==> config.mk <==
export PLATFORM = sky130hd
export DESIGN_NAME = mir_id_regs
export DESIGN_NICKNAME = d
export VERILOG_FILES = /design/src/rtl/mir_id_pkg.sv /design/src/rtl/mir_id_regs.sv
export VERILOG_INCLUDE_DIRS = /design/src /design/src/rtl
export SDC_FILE = /design/constraint.sdc
export NUM_CORES = 1
export LEC_CHECK = 0
export BUFFER_PORTS_ARGS = -buffer_cell sky130_fd_sc_hd__buf_2
export CORE_ASPECT_RATIO = 1.5
export CORE_MARGIN = 2
export CORE_UTILIZATION = 49
export CTS_CLUSTER_SIZE = 30
export DETAILED_ROUTE_END_ITERATION = 6
export PLACE_DENSITY = 0.85
export SLEW_MARGIN = 30
export SYNTH_ARGS = -nofsm -noshare
export SYNTH_HDL_FRONTEND = slang
export SYNTH_SLANG_ARGS = --single-unit
==> constraint.sdc <==
create_clock -name sys_clk -period 3.5 [get_ports sys_clk]
set_clock_uncertainty 0.1 [all_clocks]
set_input_delay 0.525 -clock sys_clk [delete_from_list [all_inputs] [get_ports sys_clk]]
set_output_delay 0.525 -clock sys_clk [all_outputs]
set_load 0.03 [all_outputs]
==> src/rtl/mir_id_cfg.svh <==
// Constants of the module identification register bank.
// Assumes the including file reaches it by bare name.
`ifndef MIR_ID_CFG_SVH
`define MIR_ID_CFG_SVH

// ------------------------------------------------------------
// Register indices (byte address is four times the index)
// ------------------------------------------------------------
`define MIR_IDX_FORM       16'h8000
`define MIR_IDX_EXT        16'h8001
`define MIR_IDX_CONN       16'h8002
`define MIR_IDX_ETH        16'h8003
`define MIR_IDX_FC         16'h8004
`define MIR_IDX_COPPER     16'h8005
`define MIR_IDX_SONET      16'h8006
`define MIR_IDX_OTN        16'h8007
`define MIR_IDX_RATES      16'h8008
`define MIR_IDX_LANES      16'h8009
`define MIR_IDX_MEDIA      16'h800A
`define MIR_IDX_NET_RATE   16'h800B
`define MIR_IDX_CTRL       16'h80F0
`define MIR_IDX_STAT       16'h80F1

// ------------------------------------------------------------
// Field values
// ------------------------------------------------------------
`define MIR_APP_UNDEF      8'h00
`define MIR_LANES_MAX      16
`define MIR_LANES_ENC_MAX  4'h0
`define MIR_RESV_ZERO      1'h0
`define MIR_CTRL_RESET     1'h0
`define MIR_CNT_RESET      16'h0000
`define MIR_CNT_STEP       16'h0001
`define MIR_BYTE_ZERO      8'h00
`define MIR_WORD_ZERO      32'h0000_0000
`define MIR_ALIGN_OK       2'h0

`endif

==> src/rtl/mir_id_pkg.sv <==
// Types shared by the identification register bank.
// Assumes mir_id_cfg.svh supplies the numeric constants.
package mir_id_pkg;

    typedef logic [7:0]  mir_byte_t;
    typedef logic [15:0] mir_idx_t;
    typedef logic [3:0]  mir_lane_enc_t;

endpackage : mir_id_pkg

==> src/rtl/mir_id_regs.sv <==
// APB slave serving the fixed identification bytes of the module.
// Assumes an APB master on sys_clk; contents fixed by parameters.
`timescale 1ns/10ps
`include "mir_id_cfg.svh"

module mir_id_regs #(
    parameter int                 AW              = 18,
    // Arbitrary neutral value, not a real form-factor code
    parameter mir_id_pkg::mir_byte_t FORM_CODE    = 8'h5A,
    parameter logic [1:0]         POWER_CLASS     = 2'h0,
    parameter logic [1:0]         LANE_RATIO      = 2'h0,
    parameter logic [2:0]         GRID_SPACING    = 3'h0,
    parameter mir_id_pkg::mir_byte_t CONN_CODE    = 8'h01,
    parameter bit                 ETH_SUPPORTED   = 1'b1,
    parameter mir_id_pkg::mir_byte_t ETH_CODE     = 8'h01,
    parameter bit                 FC_SUPPORTED    = 1'b0,
    parameter mir_id_pkg::mir_byte_t FC_CODE      = 8'h01,
    parameter mir_id_pkg::mir_byte_t COPPER_CODE  = 8'h00,
    parameter bit                 SONET_SUPPORTED = 1'b0,
    parameter mir_id_pkg::mir_byte_t SONET_CODE   = 8'h01,
    parameter bit                 OTN_SUPPORTED   = 1'b0,
    parameter mir_id_pkg::mir_byte_t OTN_CODE     = 8'h01,
    parameter mir_id_pkg::mir_byte_t EXTRA_RATES  = 8'h00,
    parameter int                 NET_LANES       = 4,
    parameter int                 HOST_LANES      = 10,
    parameter logic [1:0]         MEDIA_TYPE      = 2'h0,
    parameter bit                 BIDIR           = 1'b0,
    parameter mir_id_pkg::mir_byte_t NET_RATE     = 8'h7D
) (
    // Clock and reset
    input  wire logic              sys_clk,
    input  wire logic              rst_n,
    // APB slave
    input  wire logic              psel,
    input  wire logic              penable,
    input  wire logic              pwrite,
    input  wire logic [AW-1:0]     paddr,
    input  wire logic [31:0]       pwdata,
    input  wire logic [3:0]        pstrb,
    output logic      [31:0]       prdata,
    output logic                   pready,
    output logic                   pslverr
);
    import mir_id_pkg::*;

    // ------------------------------------------------------------
    // Encodings
    // ------------------------------------------------------------
    // Sixteen lanes does not fit four bits, so it wraps to zero
    function automatic mir_lane_enc_t lane_enc(input int n);
        mir_lane_enc_t r;
        r = 4'(n);
        if (n == `MIR_LANES_MAX)
            r = `MIR_LANES_ENC_MAX;
        return r;
    endfunction : lane_enc

    function automatic mir_byte_t app_sel(input bit sup, input mir_byte_t code);
        return sup ? code : `MIR_APP_UNDEF;
    endfunction : app_sel

    // Lanes are counted, so indices 0..n-1 are implied with no gap
    localparam mir_lane_enc_t NET_ENC  = lane_enc(NET_LANES);
    localparam mir_lane_enc_t HOST_ENC = lane_enc(HOST_LANES);

    localparam mir_byte_t EXT_BYTE   = {POWER_CLASS, LANE_RATIO,
                                        GRID_SPACING, `MIR_RESV_ZERO};
    localparam mir_byte_t LANE_BYTE  = {NET_ENC, HOST_ENC};
    localparam mir_byte_t MEDIA_BYTE = {MEDIA_TYPE, BIDIR,
                                        5'h00};

    // ------------------------------------------------------------
    // Address decode
    // ------------------------------------------------------------
    logic            pready_reg;
    logic            pready_next;
    logic            pslverr_reg;
    logic            pslverr_next;
    logic [31:0]     prdata_reg;
    logic [31:0]     prdata_next;
    logic            wr_err_en_reg;
    logic            wr_err_en_next;
    logic [15:0]     rd_cnt_reg;
    logic [15:0]     rd_cnt_next;

    wire mir_idx_t   idx      = mir_idx_t'(paddr[AW-1:2]);
    wire             aligned  = (paddr[1:0] == `MIR_ALIGN_OK);
    wire             setup    = psel & ~penable & ~pready_reg;
    wire             done     = psel & penable & pready_reg;
    wire             id_hit   = aligned && (idx >= `MIR_IDX_FORM)
                                        && (idx <= `MIR_IDX_NET_RATE);
    wire             ctrl_hit = aligned && (idx == `MIR_IDX_CTRL);
    wire             stat_hit = aligned && (idx == `MIR_IDX_STAT);
    wire             mapped   = id_hit | ctrl_hit | stat_hit;

    // ------------------------------------------------------------
    // Identification contents, fixed regardless of history
    // ------------------------------------------------------------
    mir_byte_t id_byte;
    always_comb
    begin
        case (idx)
            `MIR_IDX_FORM:     id_byte = FORM_CODE;
            `MIR_IDX_EXT:      id_byte = EXT_BYTE;
            `MIR_IDX_CONN:     id_byte = CONN_CODE;
            `MIR_IDX_ETH:      id_byte = app_sel(ETH_SUPPORTED, ETH_CODE);
            `MIR_IDX_FC:       id_byte = app_sel(FC_SUPPORTED, FC_CODE);
            `MIR_IDX_COPPER:   id_byte = COPPER_CODE;
            `MIR_IDX_SONET:    id_byte = app_sel(SONET_SUPPORTED, SONET_CODE);
            `MIR_IDX_OTN:      id_byte = app_sel(OTN_SUPPORTED, OTN_CODE);
            `MIR_IDX_RATES:    id_byte = EXTRA_RATES;
            `MIR_IDX_LANES:    id_byte = LANE_BYTE;
            `MIR_IDX_MEDIA:    id_byte = MEDIA_BYTE;
            `MIR_IDX_NET_RATE: id_byte = NET_RATE;
            default:           id_byte = `MIR_BYTE_ZERO;
        endcase
    end

    // ------------------------------------------------------------
    // Next-state terms
    // ------------------------------------------------------------
    // Data is prepared in the setup cycle so the access needs no wait
    assign pready_next  = setup;
    assign prdata_next  = !setup   ? prdata_reg :
                          pwrite   ? `MIR_WORD_ZERO :
                          id_hit   ? {24'h000000, id_byte} :
                          ctrl_hit ? {31'h00000000, wr_err_en_reg} :
                          stat_hit ? {16'h0000, rd_cnt_reg} :
                                     `MIR_WORD_ZERO;
    // Writes to identification bytes never store; error only if asked
    assign pslverr_next = setup & (~mapped | (pwrite & id_hit & wr_err_en_reg));
    assign wr_err_en_next = (done & pwrite & ctrl_hit & pstrb[0]) ? pwdata[0]
                                                                  : wr_err_en_reg;
    assign rd_cnt_next  = (done & ~pwrite & id_hit) ? rd_cnt_reg + `MIR_CNT_STEP
                                                    : rd_cnt_reg;

    // ------------------------------------------------------------
    // Registers
    // ------------------------------------------------------------
    always_ff @(posedge sys_clk or negedge rst_n)
    begin
        if (!rst_n)
        begin
            pready_reg    <= 1'b0;
            pslverr_reg   <= 1'b0;
            prdata_reg    <= `MIR_WORD_ZERO;
            wr_err_en_reg <= `MIR_CTRL_RESET;
            rd_cnt_reg    <= `MIR_CNT_RESET;
        end
        else
        begin
            pready_reg    <= pready_next;
            pslverr_reg   <= pslverr_next;
            prdata_reg    <= prdata_next;
            wr_err_en_reg <= wr_err_en_next;
            rd_cnt_reg    <= rd_cnt_next;
        end
    end

    assign pready  = pready_reg;
    assign pslverr = pslverr_reg;
    assign prdata  = prdata_reg;

endmodule : mir_id_regs

==> After elaboration in Yosys (flattened, before gate mapping) <==
Cells that the tools add are included.
{ "totals": {"ff_bits": 51, "latch_bits": 0, "output_inout_bits": 34, "word_cells": 45, "mem_bits_ro": 0, "mem_count": 0, "ram_bits": 0} }
{ "op_classes": {"add_sub_neg": 1, "multipliers": 0, "mux": 5, "magnitude_cmp": 2, "n_shift": 0, "n_reduce_logical": 6, "n_div": 0, "eq_ne": 7, "bitwise_logic": 19} }
{ "op_table": {"columns": ["cell", "count"], "rows": [
  ["16-bit == test, second input constant", 7],
  ["16-bit 2-to-1 mux", 4],
  ["7-bit one-hot mux with 4 select lines", 1],
  ["16-bit by 1-bit adder with 16-bit output, second input constant", 1],
  ["16-bit greater-or-equal comparator, second input constant", 1],
  ["16-bit <= comparator, second input constant", 1],
  ["1-bit AND", 12],
  ["1-bit logical AND", 4],
  ["1-bit inverter", 4],
  ["1-bit OR", 3],
  ["2-bit logical NOT", 1],
  ["2-bit OR reduction", 1]
]} }

==> Logic depth before layout (Yosys ltp) <==
Gate-level depths: netlist (run 1).
{ "depth": {"ltp_word": 8, "depth_mapped": 6, "mapped_depth_nobuf": 4} }

==> Worst setup path before layout (run 1) <==
OpenSTA, ideal clock, no wires.
{ "synth_path": {"kind": "flip-flop to flip-flop", "start": "register pready_reg, in the netlist pready", "end": "register prdata_reg[2], in the netlist prdata[2]", "period_less_slack_ns": 2.129, "slack_ns": 1.371, "path_stages_with_launch": 7, "setup_ns": 0.064, "n_path_buf": 2, "arrival_time_ns": 1.965, "required_time_ns": 3.336, "cell_sequence": "dfrtp_1 or3b_1 buf_6 or4_1 buf_2 o31ai_1 a21o_1"} }
{ "synth_between": {"elab_chain_cells": 2} }
{ "synth_lines": {"columns": ["item", "line", "source"], "rows": [
  ["start, declared", "mir_id_regs.sv:75", "logic pready_reg;"],
  ["start signal, assigned", "mir_id_regs.sv:152", "pready_reg <= pready_next;"],
  ["1-bit inverter", "mir_id_regs.sv:88", "wire setup = psel & ~penable & ~pready_reg;"],
  ["1-bit AND", "mir_id_regs.sv:88", null],
  ["end signal, assigned", "mir_id_regs.sv:146", "prdata_reg <= `MIR_WORD_ZERO;"],
  ["end signal, assigned", "mir_id_regs.sv:154", "prdata_reg <= prdata_next;"],
  ["end, declared", "mir_id_regs.sv:79", "logic [31:0] prdata_reg;"]
]} }
No other way between the ends.
A chain may end at the register's enable or synchronous reset.

==> Worst setup path after layout (run 1) <==
{ "layout_path": {"start": "register pready_reg, in the netlist pready", "end": "register prdata_reg[5], in the netlist prdata[5]"} }
The elaborated chain is that of the path after synthesis.

==> impl_results.md, run 1 <==
- Status: completed
- Setup CP Type: flop to flop
- PortBufs: 42
- Core box area: 3650 sq um
- Die width: 54.4 microns
- First-pass GRT wire length: 6820 microns
- Vias/cell: 5.67
- Number of routed nets with antenna violations: 0
- EDFF count, synth: 0
- Commonest register cell after synthesis: dfrtp_1
- Total global-route track usage: 21.3%
- CTS buffer count: 5
- Fin crit period: 2380 ps
- Gate Count Post-Synth: 178
- Total of max-cap violations: 0
- Max Freq: 0.421 GHz
- Number of cell rows: 27
- Starting Density: 51.2%
- Setup Viol. Count Final: 0
- Share of layout cells above drive strength 1: 25.3%
- Area Growth Syn to Fin: 13.5%
- Vias in the first global route: 1526
- Clock slew at reported path FFs: 70 ps
- Ports: 93
- Fin Hold WS: 207 ps
- Seq/Total Area, Yosys: 46.9%
- DR WL/cell: 15.4 microns
- Worst Max-Slew Pin Slew: 855 ps
- Fin. Hold Viols: 0
- Synth top area cells: dfrtp_1 (47%), buf_4 (6.4%), xor2_1 (5.6%), nor4_1 (4.4%), a22o_1 (4.2%)
- Met3 GRT Util: 3.75%
- Post-CTS Hold Buffers: 0
- Synth cell types: 39
- Clk sink count: 35
- Crit Path Max Fanout: 19
- Async SR Flop Fraction: 100%
- FF-to-FF setup slack: 1120 ps
- RSZ-0062 raised after global routing: no
- HPWL Detailed: 3010 microns
- Drt initial violations: 41
- LEAKAGE: 1.14 nW
- Leading cell types by count after synthesis: dfrtp_1 (35), buf_4 (16), nand2_1 (13), nor4_1 (13), xor2_1 (12)
- Worst Setup Start Kind: flop
- Final net count: 280
- TritonRoute pass-1 iters: 4
- R2R Path End: prdata[5]$_DFFE_PN0P_
- Final Cycle Share: 67.9%
- Crit path DAT: 2500 ps
- Final global-route overflow total: 0
- Slew HR: 42.6%
- GPL Wtd Cong: 0.844
- Most frequent cell after synthesis: dfrtp_1
- Core Util, Final: 58.1%
- Mapped cell area: 1870 sq um
- Register bit total from synthesis: 35
- R2r startpoint: pready$_DFF_PN0_
- Met2 usage: 38.2%
- Worst Path Required: 3620 ps
- Die span in y: 79.6 microns
- CTS Buffer Depth: 2
- Largest net degree at the start of global routing: 36
- Post-CTS Setup Inserts: 0
- FF-to-FF path depth: 4
- CTS tree: done
- H-tree levels: 2
- Root buffer cell: clkbuf_8
- Hold Crit Class: primary input to asynchronous set/reset pin
- Max Slew Vio Count: 0
- Antenna diodes: 0
- Top-area cell type share of the netlist area: 46.9%
- Clk_lat worst skew: 280 ps
- P per Cell Area: 356 nW/um^2
- Total negative slack: 0 ps
- VDD IR-drop max: 248 uV
- Crit. End Element: flop
- Crit. Startpoint: pready$_DFF_PN0_
- Synth area leader: dfrtp_1
- M1 GR Usage: 23.7%
- Die area: 4330 sq um
- Initial antenna violation count: 0
- Post-cts resize count: 0
- Grt peak-use layer: met2
- Synth Area per Inst: 10.5 sq um
- Via Count: 1496
- WL final: 4060 microns
- CP endpoint: prdata[5]$_DFFE_PN0P_
- YS warnings: 0
- DRC violations left: 0
## area by class of cell
class                   count  area, sq um
clock buffers               7         76.3
clock inverters             1         5.00
fillers                   317         1530
inverters                   6         22.5
multi-input cells         129          868
flip-flops and latches     35          876
well taps                  43         53.8
repair buffers             43          218
## worst min-delay path by stage
stage / end / slack [ps]
6_report: prdata[8]$_DFFE_PN0P_ / 210
2_1_floorplan: prdata[0]$_DFFE_PN0P_ / 130
4_1_cts: rd_cnt_reg[10]$_DFFE_PN0P_ / 230
3_5_place_dp: rd_cnt_reg[15]$_DFFE_PN0P_ / 360
5_1_grt: prdata[8]$_DFFE_PN0P_ / 270
3_3_place_gp: rd_cnt_reg[15]$_DFFE_PN0P_ / 360
## stage by stage
step                setup slack (ps)  power [mW]  area [sq um]  std cells
global placement                 897       0.485          2040        256
floorplan                       1370       0.471          1920        193
CTS                             1100       0.763          2120        264
detailed placement               797       0.486          2040        256
global route                     888       0.788          2120        264
finish                          1120       0.754          2120        264
## report_power, final
part / switching (mW) / internal (mW) / total [mW] / leakage [nW]
sequential: 0.00111 / 0.406 / 0.407 / 0.472
combinational: 0.0545 / 0.0167 / 0.0713 / 0.627
clock: 0.136 / 0.139 / 0.276 / 0.0422
total: 0.192 / 0.562 / 0.754 / 1.14
## worst max-delay path: stages, from the launching register on
cell and delay (ps):
dfrtp_1 430, or3b_1 700, or4_1 690, o31ai_1 270, a21o_1 110
## cell usage in the layout (no fill, tap or decap), drive strengths merged
cell / n
buf: 43
dfrtp: 35
conb: 16
nor4: 14
nand2: 13
xor2: 12
a22o: 9
nand4: 8
nand3: 7
clkbuf: 7
inv: 6
a21o: 6
o31ai: 5
or4: 4
nor2: 4
nor3: 4
xnor2: 4
and4: 3
nor2b: 2
mux2: 2
a21oi: 2
nor4b: 2
or3b: 1
a221oi: 1
o21a: 1
and4b: 1
and3: 1
or2: 1
and2: 1
nor3b: 1
or4b: 1
a32o: 1
mux2i: 1
ha: 1
clkinv: 1
## kinds of logic (layout without fill, tap and decap cells)
kind of cell,Yosys count,count (layout),share of synthesized area (%)
compound gates,25,25,10.6
xor+xnor,16,16,7.51
fa+ha+maj,1,1,0.670
buf+inv,29,57,9.58
flops,35,35,46.9
mux,3,3,1.74
other cells,1,16,0.201
simple gates,68,68,22.8
## per-layer routing
| layer | part of all wire [%] | wire, microns |
|---|---|---|
| met2 | 56 | 2290 |
| met5 | 0 | 0 |
| met3 | 3.7 | 149 |
| met1 | 39 | 1580 |
| met4 | 0.89 | 36 |
No activity file was read; power rests on OpenSTA's default activity.
==> run 2, diff against run 1 <==
- ABC_AREA: unset -> 1
- CORE_UTILIZATION: 49 -> 44
- PLACE_DENSITY: 0.85 -> 0.77
- clock period: 3.5 -> 2.1 ns (I/O delays scaled with it)
==> run 2 against run 1 <==
  * The flow now finishes with violations (negative hold slack)
  * Synthesized area increased by 20%
  * Combinational power increased by 85%
  * Via count increased by 32%
  * Highest routed layer unchanged
==> impl_results.md, run 2 <==
- Clk sink count: 35 (unchanged)
- Worst Path Required: 2180 ps (-1440 ps)
- Fin crit period: 1810 ps (-565 ps)
- CTS tree: done
- Critical path's slowest cell: dfrtp_1
- Root buffer cell: clkbuf_8
- CTS Buffer Depth: 2 (unchanged)
- DR WL/cell: 11.3 microns (-26%)
- Synth Area per Inst: 7.46 sq um (-29%)
- P per Cell Area: 556 nW/um^2 (+56%)
- Crit path DAT: 1900 ps (-600 ps)
- Commonest non-fill, non-tap cell in the layout: nand2_1
- Total global-route track usage: 17.8% (-3.5 points)
- Storage cell area: 876 sq um (unchanged)
- FF-to-FF path depth: 8 (+4)
- Leading cell types by count after synthesis: nand2_1 (78), inv_1 (38), dfrtp_1 (35)
- Drt initial violations: 96 (+130%)
- Power Total: 1.42 mW (+88%)
- CTS buffer count: 5 (unchanged)
- Starting Density: 46.0% (-5.2 points)
- Max Freq: 0.552 GHz (+31%)
- Crit-path most repeated cell: nand2_1
- Number of cell rows: 31 (+15%)
- Number of fillers in the final layout: 477 (+50%)
- Area Growth Syn to Fin: 14.3%
- LEAKAGE: 1.23 nW (+8.0%)
- Setup Viol. Count Final: 0 (unchanged)
- Setup CP Type: flop to flop
- CP max stage delay: 420 ps (-280 ps)
- Max Slew Vio Count: 0 (unchanged)
- FF-to-FF setup slack: 290 ps (-830 ps)
- Seq/Total Area, Yosys: 39.3% (-7.7 points)
- R2R Path End: rd_cnt_reg[10]$_DFFE_PN0P_
- Largest net degree at the start of global routing: 36 (unchanged)
- Crit. Startpoint: rd_cnt_reg[0]$_DFFE_PN0P_
- Synth area leader: dfrtp_1
- Crit Path Max Fanout: 4 (-15)
- Crit. End Element: flop
- Via Count: 1981 (+32%)
- Failing checks: negative hold slack
- Slew HR: 48.6% (+6.0 points)
- GPL Wtd Cong: 0.922 (+9.2%)
- Most frequent cell after synthesis: nand2_1
- Post-CTS Setup Inserts: 0 (unchanged)
- Clock slew at reported path FFs: 70 ps (about the same)
- WL final: 4660 microns (+15%)
- Antenna diodes: 0 (unchanged)
- Fin. Hold Viols: 11 (+11)
- Worst Max-Slew Pin Slew: 771 ps (-83.9 ps)
- Commonest register cell after synthesis: dfrtp_1
- Status: complete, but fails checks
- Register bit total from synthesis: 35 (unchanged)
- Vias in the first global route: 1930 (+26%)
- Multi-input gate area: 1110 sq um (+28%)
- Final net count: 405 (+45%)
- Mapped cell area: 2230 sq um (+20%)
- HPWL Detailed: 3630 microns (+20%)
- Core box area: 4850 sq um (+33%)
- Top-area cell type share of the netlist area: 39.3% (-7.7 points)
- Worst Setup Start Kind: flop
- Final Cycle Share: 86.3% (+18 points)
- Share of layout cells above drive strength 1: 22.0% (-3.4 points)
- Initial antenna violation count: 0 (unchanged)
- Post-CTS Hold Buffers: 0 (unchanged)
- Die area: 5670 sq um (+31%)
- Synth top area cells: dfrtp_1 (39%), nand2_1 (13%), inv_1 (6.4%), buf_4 (5.4%), nor2_1 (4.5%)
- R2r startpoint: rd_cnt_reg[0]$_DFFE_PN0P_
- Fin Hold WS: -4.95 ps (-212 ps)
- Synth cell types: 28 (-28%)
- RSZ-0062 raised after global routing: no
- Cell-by-cell trace of the critical path: ha_1 > inv_1 > nor2_2 > nand2_1 > nor2_1 > nand2_1 > o21ai_2 > nand2_1
- Gate Count Post-Synth: 299 (+68%)
- Most frequent cells in the layout: nand2_1 (78), buf_2 (42), inv_1 (38), dfrtp_1 (35), nor2_1 (27)
- Total negative slack: 0 ps (unchanged)
- VDD IR-drop max: 389 uV (+57%)
- EDFF count, synth: 0 (unchanged)
- PortBufs: 42 (unchanged)
- Die span in y: 91.2 microns (+15%)
- Vias/cell: 4.81 (-15%)
- Final global-route overflow total: 0 (unchanged)
- Post-cts resize count: 0 (unchanged)
- First-pass GRT wire length: 8200 microns (+20%)
- Total of max-cap violations: 0 (unchanged)
- YS warnings: 0 (unchanged)
- Hold Crit Class: primary input to asynchronous set/reset pin
- Number of routed nets with antenna violations: 0 (unchanged)
- Clk_lat worst skew: 290 ps (about the same)
- Die width: 62.1 microns (+14%)
- H-tree levels: 2 (unchanged)
- TritonRoute pass-1 iters: 4 (unchanged)
- Ports: 93 (unchanged)
- DRC violations left: 0 (unchanged)
- Async SR Flop Fraction: 100% (unchanged)
## run 2: cell count changes in the layout (fill, tap and decap cells not counted), sizes merged, moves of 5 or more
cell and change:
a22o -9, nand4 +5, nand2 +70, nor2 +32, nand3 +14, o21ai +29, inv +33, nor4 -14
a21o -6, o31ai -5
## run 2: power by group
| part | total, mW | internal (mW) | switching (mW) |
|---|---|---|---|
| Combinational | 0.132 | 0.0310 | 0.101 |
| Sequential | 0.677 | 0.676 | 0.000891 |
| Clock | 0.608 | 0.353 | 0.255 |
| Total | 1.42 | 1.06 | 0.357 |
## run 2: per-layer routing
layer / up-vias / wire (microns) / track usage [%]
li1: 1009 / - / -
met1: 889 / 1910 / 19.5
met2: 68 / 2380 / 32.6
met3: 15 / 240 / 3.59
met4: 0 / 129 / 7.96
met5: - / 0 / 0
## run 2: critical path: cells and delay by family, from the launching register on
family | cells | cell delay (ps)
flops | 1 | 420
compound gates | 1 | 150
buf+inv | 1 | 80
fa+ha+maj | 1 | 180
simple gates | 5 | 770
## run 2: worst max path at each step
| stage | endpoint | slack, ps | cells after the start |
|---|---|---|---|
| floorplan | prdata[1]$_DFFE_PN0P_ | 470 | 6 |
| global placement | rd_cnt_reg[10]$_DFFE_PN0P_ | 360 | 8 |
| detailed placement | rd_cnt_reg[10]$_DFFE_PN0P_ | 290 | 8 |
| CTS | rd_cnt_reg[10]$_DFFE_PN0P_ | 280 | 8 |
| global route | rd_cnt_reg[10]$_DFFE_PN0P_ | 130 | 8 |
| finish | rd_cnt_reg[10]$_DFFE_PN0P_ | 290 | 8 |
## run 2: cells by family (layout without fill, tap and decap cells)
logic type	Yosys count	count (layout)	synth area share (%)
flip-flops	35	35	39.3
adder cells (fa/ha/maj)	1	1	0.561
other	1	16	0.168
XOR/XNOR	9	9	3.53
AND/OR/NAND/NOR	162	162	34.8
buffers and inverters	59	91	13.6
AO/OA/AOI/OAI	32	32	8.02
## run 2: cell type report
type                    instances  share of cell area, %
clock buffers                   5                   2.70
clock inverters                 3                   1.72
inverters                      39                   5.74
multi-input cells             220                   43.4
flip-flops and latches         35                   34.3
well taps                      66                   3.24
repair buffers                 44                   8.83
## run 2: per-stage QoR
step	std cells	utilization, %	instance area (sq um)	setup WS [ps]
finish	412	52.6	2550	288
global route	412	52.6	2550	132
CTS	412	52.6	2550	278
detailed placement	404	50.3	2440	293
global placement	404	50.3	2440	365
floorplan	314	-	2290	465
==> run 3, diff against run 2 <==
--- a/config.mk
+++ b/config.mk
@@ -15,2 +15,3 @@
 export DETAILED_ROUTE_END_ITERATION = 6
+export HOLD_SLACK_MARGIN = 0.03
 export PLACE_DENSITY = 0.77
--- a/constraint.sdc
+++ b/constraint.sdc
@@ -4,2 +4,2 @@
 set_output_delay 0.315 -clock sys_clk [all_outputs]
-set_load 0.03 [all_outputs]
+set_load 0.1 [all_outputs]
==> run 3 against run 2 <==
  * The run now ends clean
  * Critical endpoint unchanged
  * Utilization up 0.21 points
  * Largest power group unchanged
  * Global-route usage about the same
  * Final cell count up 0.24%
  * Worst setup slack better by 1.9 ps
  * Worst hold slack better by 160 ps
  * Total power up 7.0%
==> impl_results.md, run 3 (synthesis results as in run 2) <==
- CP endpoint: rd_cnt_reg[10]$_DFFE_PN0P_
- Area Growth Syn to Fin: 14.8%
- WL final: 4650 microns (about the same)
- Post-cts resize count: 0 (unchanged)
- Fin. Hold Viols: 0 (-11)
- Post-CTS Hold Buffers: 1 (+1)
- Total global-route track usage: 17.8% (+0.026 points)
- Status: completed
- Power Total: 1.52 mW (+7.0%)
- Die width: 62.1 microns (unchanged)
- Worst Setup Start Kind: flop
- P per Cell Area: 592 nW/um^2 (+6.6%)
- Antenna diodes: 0 (unchanged)
- Ports: 93 (unchanged)
- Design area: 2560 sq um (+0.39%)
- R2R Path End: rd_cnt_reg[10]$_DFFE_PN0P_
- Cell count of the worst hold path: 3
- RSZ-0062 raised after global routing: no
- Number of cell rows: 31 (unchanged)
- Slew HR: 48.8% (+0.17 points)
- CTS Buffer Depth: 2 (unchanged)
- LEAKAGE: 1.24 nW (+0.34%)
- Placed Cells: 404 (unchanged)
- Hold Startpoint: pwdata[0]
- Total of max-cap violations: 0 (unchanged)
- Vias/cell: 4.80 (about the same)
- Vias in the first global route: 1937 (+0.36%)
- Clk sink count: 35 (unchanged)
- Die span in y: 91.2 microns (unchanged)
- Crit. End Element: flop
- Worst Path Required: 2180 ps (about the same)
- Setup ws final: 290 ps (+1.94 ps)
- TritonRoute pass-1 iters: 4 (unchanged)
- Crit path DAT: 1890 ps (about the same)
- Crit. Startpoint: rd_cnt_reg[0]$_DFFE_PN0P_
- Fin crit period: 1810 ps (-1.94 ps)
- VDD IR-drop max: 389 uV (about the same)
- Clk_lat worst skew: 290 ps (about the same)
- Hold Crit Class: primary input to flop
- Final Cycle Share: 86.2% (-0.092 points)
- Setup WS pre-CTS: 293 ps (unchanged)
- Die area: 5670 sq um (unchanged)
- Total negative slack: 0 ps (unchanged)
- R2r startpoint: rd_cnt_reg[0]$_DFFE_PN0P_
- DRC violations left: 0 (unchanged)
- CTS buffer count: 5 (unchanged)
- FF-to-FF setup slack: 290 ps (about the same)
- Max Freq: 0.552 GHz (+0.11%)
- Share of layout cells above drive strength 1: 21.9% (-0.063 points)
- Largest net degree at the start of global routing: 36 (unchanged)
- Commonest non-fill, non-tap cell in the layout: nand2_1
- Worst Max-Slew Pin Slew: 769 ps (-2.53 ps)
- Final global-route overflow total: 0 (unchanged)
- Clock slew at reported path FFs: 80 ps (about the same)
- HPWL Detailed: 3630 microns (unchanged)
- Initial antenna violation count: 0 (unchanged)
- GPL Wtd Cong: 0.922 (unchanged)
- First-pass GRT wire length: 8210 microns (+0.17%)
- PortBufs: 42 (unchanged)
- Setup CP Type: flop to flop
- Most frequent cells in the layout: nand2_1 (78), buf_2 (42), inv_1 (38), dfrtp_1 (35), nor2_1 (27)
- Root buffer cell: clkbuf_8
- Via Count: 1984 (+0.15%)
- Starting Density: 46.0% (unchanged)
- Number of routed nets with antenna violations: 0 (unchanged)
- CTS tree: done
- Max Slew Vio Count: 0 (unchanged)
- FF-to-FF path depth: 8 (unchanged)
- Fin Hold WS: 154 ps (+159 ps)
- Drt initial violations: 92 (-4.2%)
- Core box area: 4850 sq um (unchanged)
- Fin cells: 413 (+0.24%)
- Setup Viol. Count Final: 0 (unchanged)
- Final net count: 406 (+0.25%)
- Area after DPL: 2440 sq um (unchanged)
- Crit Path Max Fanout: 4 (unchanged)
- DR WL/cell: 11.3 microns (-0.31%)
- H-tree levels: 2 (unchanged)
- Core Util, Final: 52.8% (+0.21 points)
- Post-CTS Setup Inserts: 0 (unchanged)
==> run 3: cell types whose count changed in the layout (fill, tap and decap cells not counted), sizes merged <==
cell	change
dlygate4sd3	+1
==> run 3: power breakdown <==
part	total, mW	switching, mW	internal, mW
Combinational	0.232	0.199	0.0322
Sequential	0.677	0.000891	0.676
Clock	0.608	0.255	0.353
==> run 3: metal layers <==
metal  wire length [microns]  GRT usage [%]
met1                    1900           19.5
met2                    2390           32.7
met3                     242           3.59
met4                     121           7.96
met5                       0              0
==> run 3: final cells by class <==
| type | instances | area (sq um) |
|---|---|---|
| Sequential cell | 35 | 876 |
| Timing Repair Buffer | 45 | 235 |
| Inverter | 39 | 146 |
| Clock buffer | 5 | 68.8 |
| Multi-Input combinational cell | 220 | 1110 |
| Clock inverter | 3 | 43.8 |
| Tap cell | 66 | 82.6 |
| Fill cell | 476 | 2290 |
==> run 3: worst min path at each step <==
stage / endpoint / slack (ps)
2_1_floorplan: prdata[0]$_DFFE_PN0P_ / -80
3_3_place_gp: prdata[11]$_DFFE_PN0P_ / 320
3_5_place_dp: prdata[11]$_DFFE_PN0P_ / 330
4_1_cts: wr_err_en_reg$_DFFE_PN0P_ / 160
5_1_grt: wr_err_en_reg$_DFFE_PN0P_ / 180
6_report: wr_err_en_reg$_DFFE_PN0P_ / 150
==> run 3: worst max-delay path, cell delays in order, from the launching register on <==
cell,delay [ps]
dfrtp_1,420
ha_1,180
inv_1,80
nor2_2,210
nand2_1,80
nor2_1,260
nand2_1,160
o21ai_2,150
nand2_1,60
